<file path="src/rtl/cwl_regs.svh">
// register offsets, field positions, reset values and timing counts
`ifndef CWL_REGS_SVH
`define CWL_REGS_SVH
`define CWL_ADR_PLL      3'h0
`define CWL_ADR_LPCTRL   3'h1
`define CWL_ADR_WAKESEL  3'h2
`define CWL_ADR_WDCTRL   3'h3
`define CWL_ADR_WDKEY    3'h4
`define CWL_ADR_WDCNT    3'h5
`define CWL_ADR_STATUS   3'h6
`define CWL_RATIO_RST    4'h0
`define CWL_RATIO_MAX    4'ha
`define CWL_LPCTRL_RST   8'h04
`define CWL_LPSEL_LSB    0
`define CWL_QUAL_LSB     2
`define CWL_WAKESEL_RST  16'h0000
`define CWL_WDCTRL_RST   2'h1
`define CWL_WD_EN_BIT    0
`define CWL_WD_IRQ_BIT   1
`define CWL_KEY_ARM      8'h55
`define CWL_KEY_FIRE     8'haa
`define CWL_WD_MAX       8'hff
`define CWL_WD_PULSE     512
`define CWL_SETTLE_CYC   131072
`define CWL_CLK_HZ       40000000
`define CWL_LIMP_HZ      2000000
`define CWL_LIMP_DIV     (`CWL_CLK_HZ / `CWL_LIMP_HZ)
`endif

</file>
<file path="src/rtl/cwl_pkg.sv">
// types shared by the clock, watchdog and low-power block
package cwl_pkg;
  typedef enum logic [1:0] {
    CWL_NORMAL,
    CWL_IDLE,
    CWL_STANDBY,
    CWL_HALT
  } cwl_lpm_e;
  // active-low standby wake candidates
  typedef struct packed {
    logic       can_receive_pin;
    logic       uart_b_receive;
    logic       uart_a_receive;
    logic [5:0] compare_trip_inputs;
    logic [3:0] timer_trip_inputs;
    logic       ext_irq_one;
  } cwl_wake_s;
endpackage

</file>
<file path="src/rtl/cwl_top.sv">
// clock control, watchdog and low-power mode controller with wishbone slave
//
// Contract
// - limp clock keeps core running on loss when pll enabled and ratio nonzero
// - watchdog counter frozen while input clock lost
// - four-bit ratio field selects core rate
// - disable pin low at reset: core equals input
// - default bypass gives input clock over two
// - nonzero ratio n gives input times n halved
// - counter maximum drives reset low 512 oscillator clocks
// - key 0x55 then 0xaa clears watchdog counter
// - watchdog interrupt can wake from standby
// - watchdog interrupt leaves idle via expander
// - halt stops oscillator, pll and watchdog
// - select 00 idle, 01 standby, 1x halt
// - idle keeps all clocks, controller does nothing
// - idle exits on enabled interrupt or nmi
// - standby stops core and peripherals, watchdog runs
// - wake qualified over programmed oscillator clocks in standby, system clocks in halt
// - short low pulse returns to low power
// - only reset or nmi leave halt
// - output pins hold state in low power
// - codes 0 bypass, 1-10 multiply, 11-15 reserved
// - only external reset clears the ratio
`include "cwl_regs.svh"
module cwl_top #(
  parameter int SETTLE_CYC = `CWL_SETTLE_CYC,
  parameter int PULSE_LEN  = `CWL_WD_PULSE
) (
  input  wire logic              clk_in,
  input  wire logic              rst_in,
  input  wire logic              dbg_reset_in,
  input  wire logic              cyc_in,
  input  wire logic              stb_in,
  input  wire logic              we_in,
  input  wire logic [4:0]        adr_in,
  input  wire logic [3:0]        sel_in,
  input  wire logic [31:0]       dat_in,
  output logic      [31:0]       dat_out,
  output logic                   ack_out,
  input  wire logic              pll_disable_pin_n_in,
  input  wire logic              osc_tick_in,
  input  wire logic              clock_lost_in,
  input  wire logic              idle_exec_in,
  input  wire logic              irq_pending_in,
  input  wire logic              ext_nonmaskable_irq_n_in,
  input  wire cwl_pkg::cwl_wake_s wake_in,
  output logic                   system_clock_out,
  output logic      [3:0]        sysclk_halves_out,
  output logic                   limp_mode_out,
  output logic                   osc_run_out,
  output logic                   periph_run_out,
  output logic                   pin_hold_out,
  output logic                   pll_settled_out,
  output logic                   wdog_reset_out_n,
  output logic                   wdog_wake_irq_n,
  output logic                   wdog_irq_to_expander_out,
  output logic                   wake_out,
  output logic      [1:0]        lpm_state_out
);
  cwl_pkg::cwl_lpm_e state_reg;
  logic [3:0]  pll_ratio_reg;
  logic        pll_dis_reg;
  logic [7:0]  lowpower_ctrl_a;
  logic [15:0] wake_select_reg;
  logic [1:0]  wdctrl_reg;
  logic [7:0]  wd_cnt_reg;
  logic        key_armed_reg;
  logic [9:0]  pulse_cnt_reg;
  logic        ack_reg;
  logic [31:0] rdat_reg;
  logic [5:0]  qual_cnt_reg;
  logic [7:0]  limp_cnt_reg;
  logic [17:0] settle_cnt_reg;
  logic        limp_tick;
  logic        wr_en;
  logic        wd_clr;
  logic        wd_run;
  logic        wd_hit;
  logic        running;
  logic        wake_low;
  logic        qual_tick;
  logic [15:0] wake_vec_n;
  logic [1:0]  lowpower_select;
  logic [5:0]  qual_len;

  // bus write strobe: a write takes effect on the acknowledge edge
  assign wr_en   = cyc_in && stb_in && we_in && ack_reg && sel_in[0];
  assign ack_out = ack_reg;
  assign dat_out = rdat_reg;
  assign lowpower_select = lowpower_ctrl_a[`CWL_LPSEL_LSB +: 2];
  assign qual_len = (lowpower_ctrl_a[`CWL_QUAL_LSB +: 6] == 6'h00) ? 6'h01
                  : lowpower_ctrl_a[`CWL_QUAL_LSB +: 6];

  // acknowledge one cycle after request, dropped the cycle after
  always_ff @(posedge clk_in) begin
    if (rst_in) begin
      ack_reg <= 1'b0;
    end else begin
      ack_reg <= cyc_in && stb_in && !ack_reg;
    end
  end

  // read data, unmapped words read zero
  always_ff @(posedge clk_in) begin
    if (rst_in) begin
      rdat_reg <= 32'h0000_0000;
    end else if (cyc_in && stb_in && !ack_reg) begin
      case (adr_in[4:2])
        `CWL_ADR_PLL:     rdat_reg <= {28'h0000000, pll_ratio_reg};
        `CWL_ADR_LPCTRL:  rdat_reg <= {24'h000000, lowpower_ctrl_a};
        `CWL_ADR_WAKESEL: rdat_reg <= {16'h0000, wake_select_reg};
        `CWL_ADR_WDCTRL:  rdat_reg <= {30'h0, wdctrl_reg};
        `CWL_ADR_WDCNT:   rdat_reg <= {24'h000000, wd_cnt_reg};
        `CWL_ADR_STATUS:  rdat_reg <= {26'h0, pll_settled_out, limp_mode_out,
                                       pll_dis_reg, key_armed_reg, lpm_state_out};
        default:          rdat_reg <= 32'h0000_0000;
      endcase
    end
  end

  // disable pin caught while external reset holds
  always_ff @(posedge clk_in) begin
    if (rst_in) begin
      pll_dis_reg <= !pll_disable_pin_n_in;
    end
  end

  // ratio survives debugger reset; reserved codes not taken
  always_ff @(posedge clk_in) begin
    if (rst_in) begin
      pll_ratio_reg <= `CWL_RATIO_RST;
    end else if (wr_en && adr_in[4:2] == `CWL_ADR_PLL
                 && dat_in[3:0] <= `CWL_RATIO_MAX) begin
      pll_ratio_reg <= dat_in[3:0];
    end
  end

  // core rate in halves of the input clock
  always_comb begin
    if (pll_dis_reg) begin
      sysclk_halves_out = 4'h2;
    end else if (pll_ratio_reg == 4'h0) begin
      sysclk_halves_out = 4'h1;
    end else begin
      sysclk_halves_out = pll_ratio_reg;
    end
  end

  // pll settle time after each ratio write
  always_ff @(posedge clk_in) begin
    if (rst_in || dbg_reset_in) begin
      settle_cnt_reg <= 18'h00000;
    end else if (wr_en && adr_in[4:2] == `CWL_ADR_PLL) begin
      settle_cnt_reg <= 18'h00000;
    end else if (osc_tick_in && 32'(settle_cnt_reg) < SETTLE_CYC) begin
      settle_cnt_reg <= settle_cnt_reg + 18'h00001;
    end
  end
  assign pll_settled_out = 32'(settle_cnt_reg) >= SETTLE_CYC;

  // limp oscillator divider
  always_ff @(posedge clk_in) begin
    if (rst_in || limp_tick) begin
      limp_cnt_reg <= 8'h00;
    end else begin
      limp_cnt_reg <= limp_cnt_reg + 8'h01;
    end
  end
  assign limp_tick = limp_cnt_reg == 8'(`CWL_LIMP_DIV - 1);

  // core clock pulses, limp source when input lost, pll on and ratio nonzero
  assign running = state_reg == cwl_pkg::CWL_NORMAL || state_reg == cwl_pkg::CWL_IDLE;
  assign limp_mode_out = clock_lost_in && !pll_dis_reg && pll_ratio_reg != 4'h0;
  assign system_clock_out = running && (limp_mode_out ? limp_tick
                                        : (osc_tick_in && !clock_lost_in));
  assign periph_run_out = running;
  assign osc_run_out = state_reg != cwl_pkg::CWL_HALT;
  assign pin_hold_out = state_reg != cwl_pkg::CWL_NORMAL;
  assign lpm_state_out = state_reg;

  // watchdog control and key sequence
  assign wd_clr = wr_en && adr_in[4:2] == `CWL_ADR_WDKEY
                  && dat_in[7:0] == `CWL_KEY_FIRE && key_armed_reg;
  always_ff @(posedge clk_in) begin
    if (rst_in || dbg_reset_in) begin
      wdctrl_reg <= `CWL_WDCTRL_RST;
      key_armed_reg <= 1'b0;
    end else begin
      if (wr_en && adr_in[4:2] == `CWL_ADR_WDCTRL) begin
        wdctrl_reg <= dat_in[1:0];
      end
      if (wr_en && adr_in[4:2] == `CWL_ADR_WDKEY) begin
        key_armed_reg <= dat_in[7:0] == `CWL_KEY_ARM;
      end
    end
  end

  // up counter on oscillator clock, frozen on loss and in halt
  assign wd_run = wdctrl_reg[`CWL_WD_EN_BIT] && osc_tick_in && !clock_lost_in
                  && state_reg != cwl_pkg::CWL_HALT;
  assign wd_hit = wd_run && wd_cnt_reg == `CWL_WD_MAX && !wd_clr;
  always_ff @(posedge clk_in) begin
    if (rst_in || dbg_reset_in || wd_clr) begin
      wd_cnt_reg <= 8'h00;
    end else if (wd_run) begin
      wd_cnt_reg <= wd_cnt_reg + 8'h01;
    end
  end

  // expiry pulse, 512 oscillator clocks, reset or wake interrupt
  always_ff @(posedge clk_in) begin
    if (rst_in || dbg_reset_in) begin
      pulse_cnt_reg <= 10'h000;
    end else if (wd_hit) begin
      pulse_cnt_reg <= 10'(PULSE_LEN);
    end else if (pulse_cnt_reg != 10'h000 && osc_tick_in && !clock_lost_in
                 && state_reg != cwl_pkg::CWL_HALT) begin
      pulse_cnt_reg <= pulse_cnt_reg - 10'h001;
    end
  end
  assign wdog_reset_out_n = !(pulse_cnt_reg != 10'h000 && !wdctrl_reg[`CWL_WD_IRQ_BIT]);
  assign wdog_wake_irq_n = !(pulse_cnt_reg != 10'h000 && wdctrl_reg[`CWL_WD_IRQ_BIT]);
  assign wdog_irq_to_expander_out = !wdog_wake_irq_n;

  // low-power control registers
  always_ff @(posedge clk_in) begin
    if (rst_in || dbg_reset_in) begin
      lowpower_ctrl_a <= `CWL_LPCTRL_RST;
      wake_select_reg <= `CWL_WAKESEL_RST;
    end else begin
      if (wr_en && adr_in[4:2] == `CWL_ADR_LPCTRL) begin
        lowpower_ctrl_a <= dat_in[7:0];
      end
      if (wr_en && adr_in[4:2] == `CWL_ADR_WAKESEL && sel_in[1]) begin
        wake_select_reg <= dat_in[15:0];
      end
    end
  end

  // wake candidates, all active low; standby uses select mask
  assign wake_vec_n = {ext_nonmaskable_irq_n_in, wdog_wake_irq_n, wake_in};
  always_comb begin
    wake_low = 1'b0;
    case (state_reg)
      cwl_pkg::CWL_STANDBY: wake_low = |(~wake_vec_n & wake_select_reg);
      cwl_pkg::CWL_HALT:    wake_low = !ext_nonmaskable_irq_n_in;
      default:              wake_low = 1'b0;
    endcase
  end
  // oscillator is off in halt, so qualify there on the system clock
  assign qual_tick = state_reg == cwl_pkg::CWL_HALT || osc_tick_in;

  // qualifier: count held-low clocks, restart when released
  always_ff @(posedge clk_in) begin
    if (rst_in || dbg_reset_in || !wake_low) begin
      qual_cnt_reg <= 6'h00;
    end else if (qual_tick && qual_cnt_reg != qual_len) begin
      qual_cnt_reg <= qual_cnt_reg + 6'h01;
    end
  end

  // low-power mode sequencer
  always_ff @(posedge clk_in) begin
    if (rst_in || dbg_reset_in) begin
      state_reg <= cwl_pkg::CWL_NORMAL;
      wake_out <= 1'b0;
    end else begin
      wake_out <= 1'b0;
      case (state_reg)
        cwl_pkg::CWL_NORMAL: begin
          if (idle_exec_in) begin
            if (lowpower_select[1]) begin
              state_reg <= cwl_pkg::CWL_HALT;
            end else if (lowpower_select[0]) begin
              state_reg <= cwl_pkg::CWL_STANDBY;
            end else begin
              state_reg <= cwl_pkg::CWL_IDLE;
            end
          end
        end
        cwl_pkg::CWL_IDLE: begin
          if (irq_pending_in || !ext_nonmaskable_irq_n_in || !wdog_wake_irq_n) begin
            state_reg <= cwl_pkg::CWL_NORMAL;
            wake_out <= 1'b1;
          end
        end
        default: begin
          if (wake_low && qual_cnt_reg == qual_len) begin
            state_reg <= cwl_pkg::CWL_NORMAL;
            wake_out <= 1'b1;
          end
        end
      endcase
    end
  end

  // checks
  AST_LIMP: assert property (@(posedge clk_in) disable iff (rst_in)
    (clock_lost_in && pll_ratio_reg != 4'h0 && !pll_dis_reg && running && limp_tick)
    |-> system_clock_out) else $error("limp clock missing");
  AST_WD_FREEZE: assert property (@(posedge clk_in) disable iff (rst_in)
    (clock_lost_in && !wd_clr && !dbg_reset_in) |=> $stable(wd_cnt_reg))
    else $error("watchdog moved on lost clock");
  AST_RATIO: assert property (@(posedge clk_in) disable iff (rst_in)
    (wr_en && adr_in[4:2] == `CWL_ADR_PLL && dat_in[3:0] != 4'h0
     && dat_in[3:0] <= `CWL_RATIO_MAX && !pll_dis_reg)
    |=> sysclk_halves_out == $past(dat_in[3:0])) else $error("ratio not applied");
  AST_RESERVED: assert property (@(posedge clk_in) disable iff (rst_in)
    (wr_en && dat_in[3:0] > `CWL_RATIO_MAX) |=> $stable(pll_ratio_reg))
    else $error("reserved ratio taken");
  AST_PLLDIS: assert property (@(posedge clk_in) disable iff (rst_in)
    pll_dis_reg |-> sysclk_halves_out == 4'h2) else $error("disabled pll rate");
  AST_BYPASS: assert property (@(posedge clk_in) disable iff (rst_in)
    (!pll_dis_reg && pll_ratio_reg == 4'h0) |-> sysclk_halves_out == 4'h1)
    else $error("bypass rate wrong");
  AST_WD_PULSE: assert property (@(posedge clk_in) disable iff (rst_in || dbg_reset_in)
    (wd_hit && !wdctrl_reg[`CWL_WD_IRQ_BIT]) |=> (!wdog_reset_out_n)[*8])
    else $error("watchdog reset pulse missing");
  AST_KEY: assert property (@(posedge clk_in) disable iff (rst_in)
    (wr_en && adr_in[4:2] == `CWL_ADR_WDKEY && dat_in[7:0] == `CWL_KEY_ARM)
    ##3 (wr_en && adr_in[4:2] == `CWL_ADR_WDKEY && dat_in[7:0] == `CWL_KEY_FIRE)
    |=> wd_cnt_reg == 8'h00) else $error("key sequence did not clear");
  AST_HALT: assert property (@(posedge clk_in) disable iff (rst_in || dbg_reset_in)
    (state_reg == cwl_pkg::CWL_HALT) |-> (!osc_run_out && !wd_run))
    else $error("halt left oscillator running");
  AST_STANDBY: assert property (@(posedge clk_in) disable iff (rst_in)
    (state_reg == cwl_pkg::CWL_STANDBY)
    |-> (!periph_run_out && !system_clock_out && osc_run_out))
    else $error("standby clocks wrong");
  AST_IDLE: assert property (@(posedge clk_in) disable iff (rst_in)
    (state_reg == cwl_pkg::CWL_IDLE && osc_tick_in && !clock_lost_in)
    |-> (system_clock_out && periph_run_out)) else $error("idle stopped clocks");
  AST_LPSEL: assert property (@(posedge clk_in) disable iff (rst_in || dbg_reset_in)
    (state_reg == cwl_pkg::CWL_NORMAL && idle_exec_in && lowpower_select == 2'b01)
    |=> state_reg == cwl_pkg::CWL_STANDBY) else $error("standby not entered");
  AST_QUAL: assert property (@(posedge clk_in) disable iff (rst_in || dbg_reset_in)
    (state_reg == cwl_pkg::CWL_STANDBY && qual_cnt_reg != qual_len)
    |=> state_reg == cwl_pkg::CWL_STANDBY) else $error("unqualified wake");
  AST_HALT_EXIT: assert property (@(posedge clk_in) disable iff (rst_in || dbg_reset_in)
    (state_reg == cwl_pkg::CWL_HALT && ext_nonmaskable_irq_n_in)
    |=> state_reg == cwl_pkg::CWL_HALT) else $error("halt left without nmi");
  COV_EXPIRE: cover property (@(posedge clk_in) wd_hit);
  COV_STANDBY_WAKE: cover property (@(posedge clk_in)
    state_reg == cwl_pkg::CWL_STANDBY ##1 state_reg == cwl_pkg::CWL_NORMAL);
  COV_LIMP: cover property (@(posedge clk_in) limp_mode_out && system_clock_out);
  COV_HALT_WAKE: cover property (@(posedge clk_in)
    state_reg == cwl_pkg::CWL_HALT ##1 state_reg == cwl_pkg::CWL_NORMAL);
endmodule

</file>
<file path="config.mk">
export PLATFORM = sky130hd
export DESIGN_NAME = cwl_top
export DESIGN_NICKNAME = d
export VERILOG_FILES = /design/src/rtl/cwl_pkg.sv /design/src/rtl/cwl_top.sv
export VERILOG_INCLUDE_DIRS = /design/src /design/src/rtl
export SDC_FILE = /design/constraint.sdc
export NUM_CORES = 1
export LEC_CHECK = 0
export ABC_AREA = 1
export BUFFER_PORTS_ARGS = -buffer_cell sky130_fd_sc_hd__buf_2
export CAP_MARGIN = 20
export CELL_PAD_IN_SITES_DETAIL_PLACEMENT = 0
export CELL_PAD_IN_SITES_GLOBAL_PLACEMENT = 1
export CORE_MARGIN = 2
export CORE_UTILIZATION = 38
export CTS_CLUSTER_DIAMETER = 60
export DETAILED_ROUTE_END_ITERATION = 10
export PLACE_DENSITY = 0.8
export SYNTH_ARGS = -nofsm -noshare
export SYNTH_HDL_FRONTEND = slang
export SYNTH_SLANG_ARGS = --single-unit
export TNS_END_PERCENT = 50
</file>
<file path="constraint.sdc">
create_clock -name clk_in -period 2.3 [get_ports clk_in]
set_clock_uncertainty 0.1 [all_clocks]
set_input_delay 0.115 -clock clk_in [delete_from_list [all_inputs] [get_ports clk_in]]
set_output_delay 0.115 -clock clk_in [all_outputs]
set_load 0.05 [all_outputs]
</file>
==> results.yml <==
status:
  outcome: "complete, no violations"
global_routing:
  grt_usage_pct: 17.7
  antenna_found_initial: 0
  grt_first_pass_wirelength_mm: 20.2
  grt_pass1_vias: 4303
  grt_overflow_total: 0
  grt_max_degree: 23
yosys:
  yosys_warnings: 0
  ys.flop_type: "dfxtp_1"
  async_flop_share_pct: 0
  synth.distinct_cells: 45
  synth_edf_count: 1
  synth-seq-area-share_pct: 40.2
  syn_area_mm2: 0.00511
  synth_seq_cells: 102
  syn-instance-count: 729
  syn_area_per_cell_um2: 7.00
cts:
  clock_path_buffers: 2
  clockRootBuffer: "clkbuf_16"
  cts_setup_buffers: 0
  insertion_delay_ns: 0.35
  cts.htree.levels: 3
  clock_sink_count: 102
  cts_tree: "built"
  clk_pin_slew_ns: 0.06
  numCtsBuffers: 9
sta:
  clock.fmax_mhz: 500
  whs_ns: 0.00967
  grt_setup_unrepaired: "false"
  maxSlewViolCount: 0
  min_period_over_period_pct: 86.9
  maxSlewHeadroom_pct: 61.2
  min_period_ns: 2.00
  setup-violations-final: 0
  tightest_slew_ns: 0.581
  hold_viol_final: 0
  postLayoutSetupSlackWorst_ns: 0.302
  fin_tns_setup_ns: 0
floorplanning:
  rows: 42
  die_area_mm2: 0.0144
  core_mm2: 0.0132
  initial_utilization_pct: 38.7
  die_w_um: 120
  pin_count: 116
  fp.dieH_um: 120
worst_setup_path:
  end_kind: "output pin"
  arrival_ns: 1.78
  crit_end: "system_clock_out"
  slowest_stage: "dfxtp_1"
  crit_family: "simple AND/OR/NAND/NOR gates"
  reg2reg_from: "ack_out"
  critPathLaunch: "limp_cnt_reg[0]"
  cp.depth: 8
  r2r_end: "wake_select_reg[3]"
  worstPathMaxFanout: 3
  crit_buf_inv: 2
  required_ns: 2.09
  r2r.worst_path.cells: 6
  crit_path_frequent_cell: "nand2_1"
  worstPathCellList: "ha_1 -> nand2_1 -> nor3_1 -> nand4_1 -> inv_1 -> nand2_1 -> a21oi_1 -> buf_2"
  critPathKind: "reg -> out"
  startpoint_type: "flop"
  reg2reg_slack_ns: 0.42
  slowest_delay_ns: 0.36
finish:
  multi_input_area_mm2: 0.00250
  stdcell_count: 1011
  layout.nets: 905
  post-route-cell-area_mm2: 0.00611
  largest_reg_flops: 18
  nFillCells: 1373
  layout_common_cells: "nand2_1, inv_1, dfxtp_1"
  antenna_cells: 0
  final-seq-area_mm2: 0.00205
  drive_gt1_share_pct: 17.6
  final_common_cell: "nand2_1"
  layout-area-overhead-vs-synth_pct: 19.6
  post-route-util_pct: 46.3
placed_design:
  dp_hpwl_mm: 9.90
  io_buffers: 79
  place.gp.congestion: 0.906
  dpl_worst_slack_ns: 0.433
  dpl.cell_count: 979
  place_area_mm2: 0.00568
job:
  maxCapViolCount: 0
pwr:
  powerDensity_mw_per_mm2: 570
  ir_drop_mv: 0.307
  finalPower_mw: 3.48
  p_leak_nw: 2.67
routing:
  first_pass_iters: 4
  wire_per_inst_um: 12.5
  vias_per_cell: 4.66
  drtIter0Drc: 177
  wl_mm: 12.6
  remaining_drc_errors: 0
  final_antenna_net_count: 0
  vias: 4709
min_path:
  hp-class: "in -> reg"
## power breakdown
group          internal (mW)  total (mW)  leakage [nW]  switching [mW]
clock                  0.724        1.38         0.121           0.653
combinational         0.0956       0.317          1.73           0.222
sequential              1.78        1.79         0.824         0.00940
total                   2.60        3.48          2.67           0.884
## worst min-delay path by stage
stage / startpoint / endpoint / slack, ns / cells after the start
global route: dbg_reset_in / wdctrl_reg[0] / 0.03 / 3
CTS: irq_pending_in / wake_out / 0.004 / 5
finish: irq_pending_in / wake_out / 0.01 / 5
detailed placement: pll_disable_pin_n_in / pll_dis_reg / 0.27 / 2
floorplan: rst_in / pll_dis_reg / 0.13 / 0
global placement: pll_disable_pin_n_in / pll_dis_reg / 0.26 / 2
## layer usage
metal	vias up	wire length, um	GRT usage (%)	part of all wire (%)
li1	2514	-	-	-
met4	0	332	7.79	2.6
met1	2095	5610	21.7	44
met3	21	564	3.99	4.5
met5	-	0	0	0
met2	79	6130	29.7	48
## logic make-up after synthesis
family,synth area share [%]
AO/OA/AOI/OAI,15.1
XOR/XNOR,1.37
adder cells (fa/ha/maj),1.72
buffers and inverters,12.0
flip-flops,40.2
other,0.0734
AND/OR/NAND/NOR,29.5
## layout make-up
type                    instances  share of cell area [%]
multi-input cells             496                    41.0
flip-flops and latches        102                    33.6
repair buffers                102                    10.2
inverters                     120                    7.37
clock buffers                  11                    3.81
well taps                     176                    3.61
clock inverters                 4                   0.410
## synth_stat cells, types with 2 or more instances
cell	n	share of area (%)
nor3_1	14	1.4
nand4_2	2	0.49
nor3_4	2	0.64
o22ai_1	7	0.86
xor2_1	7	1.2
o21ai_0	44	4.3
ha_1	7	1.7
clkbuf_1	7	0.51
buf_4	17	2.5
nor2_2	7	0.86
clkinv_1	2	0.15
inv_2	11	0.81
a21oi_1	71	7.0
inv_1	107	7.9
nand2_1	146	11
o221ai_1	3	0.51
nand2_2	5	0.61
o211ai_1	3	0.44
o21ai_1	9	0.88
nand3_1	22	2.2
nand4_1	11	1.3
o31ai_1	2	0.29
nand3_2	3	0.59
nand2_4	2	0.44
nor3b_1	5	0.74
nor4_1	4	0.49
dfxtp_1	101	40
or2_2	5	0.61
nor3_2	5	0.98
nor2_1	79	5.8
nor2_4	4	0.88
a21o_1	2	0.29
## worst reg2reg max path, stage by stage, from the launching register on
cell	delay [ns]
dfxtp_1	0.35
nand4_1	0.28
inv_1	0.22
nand3_2	0.28
inv_2	0.31
o21ai_0	0.13
a21oi_1	0.14
## repair_timing
action                                 in CTS  in global routing
resized for setup                           0                  0
hold buffers                               17                  0
endpoints found under the hold margin      20                  0
No activity file was read; power rests on OpenSTA's default activity.
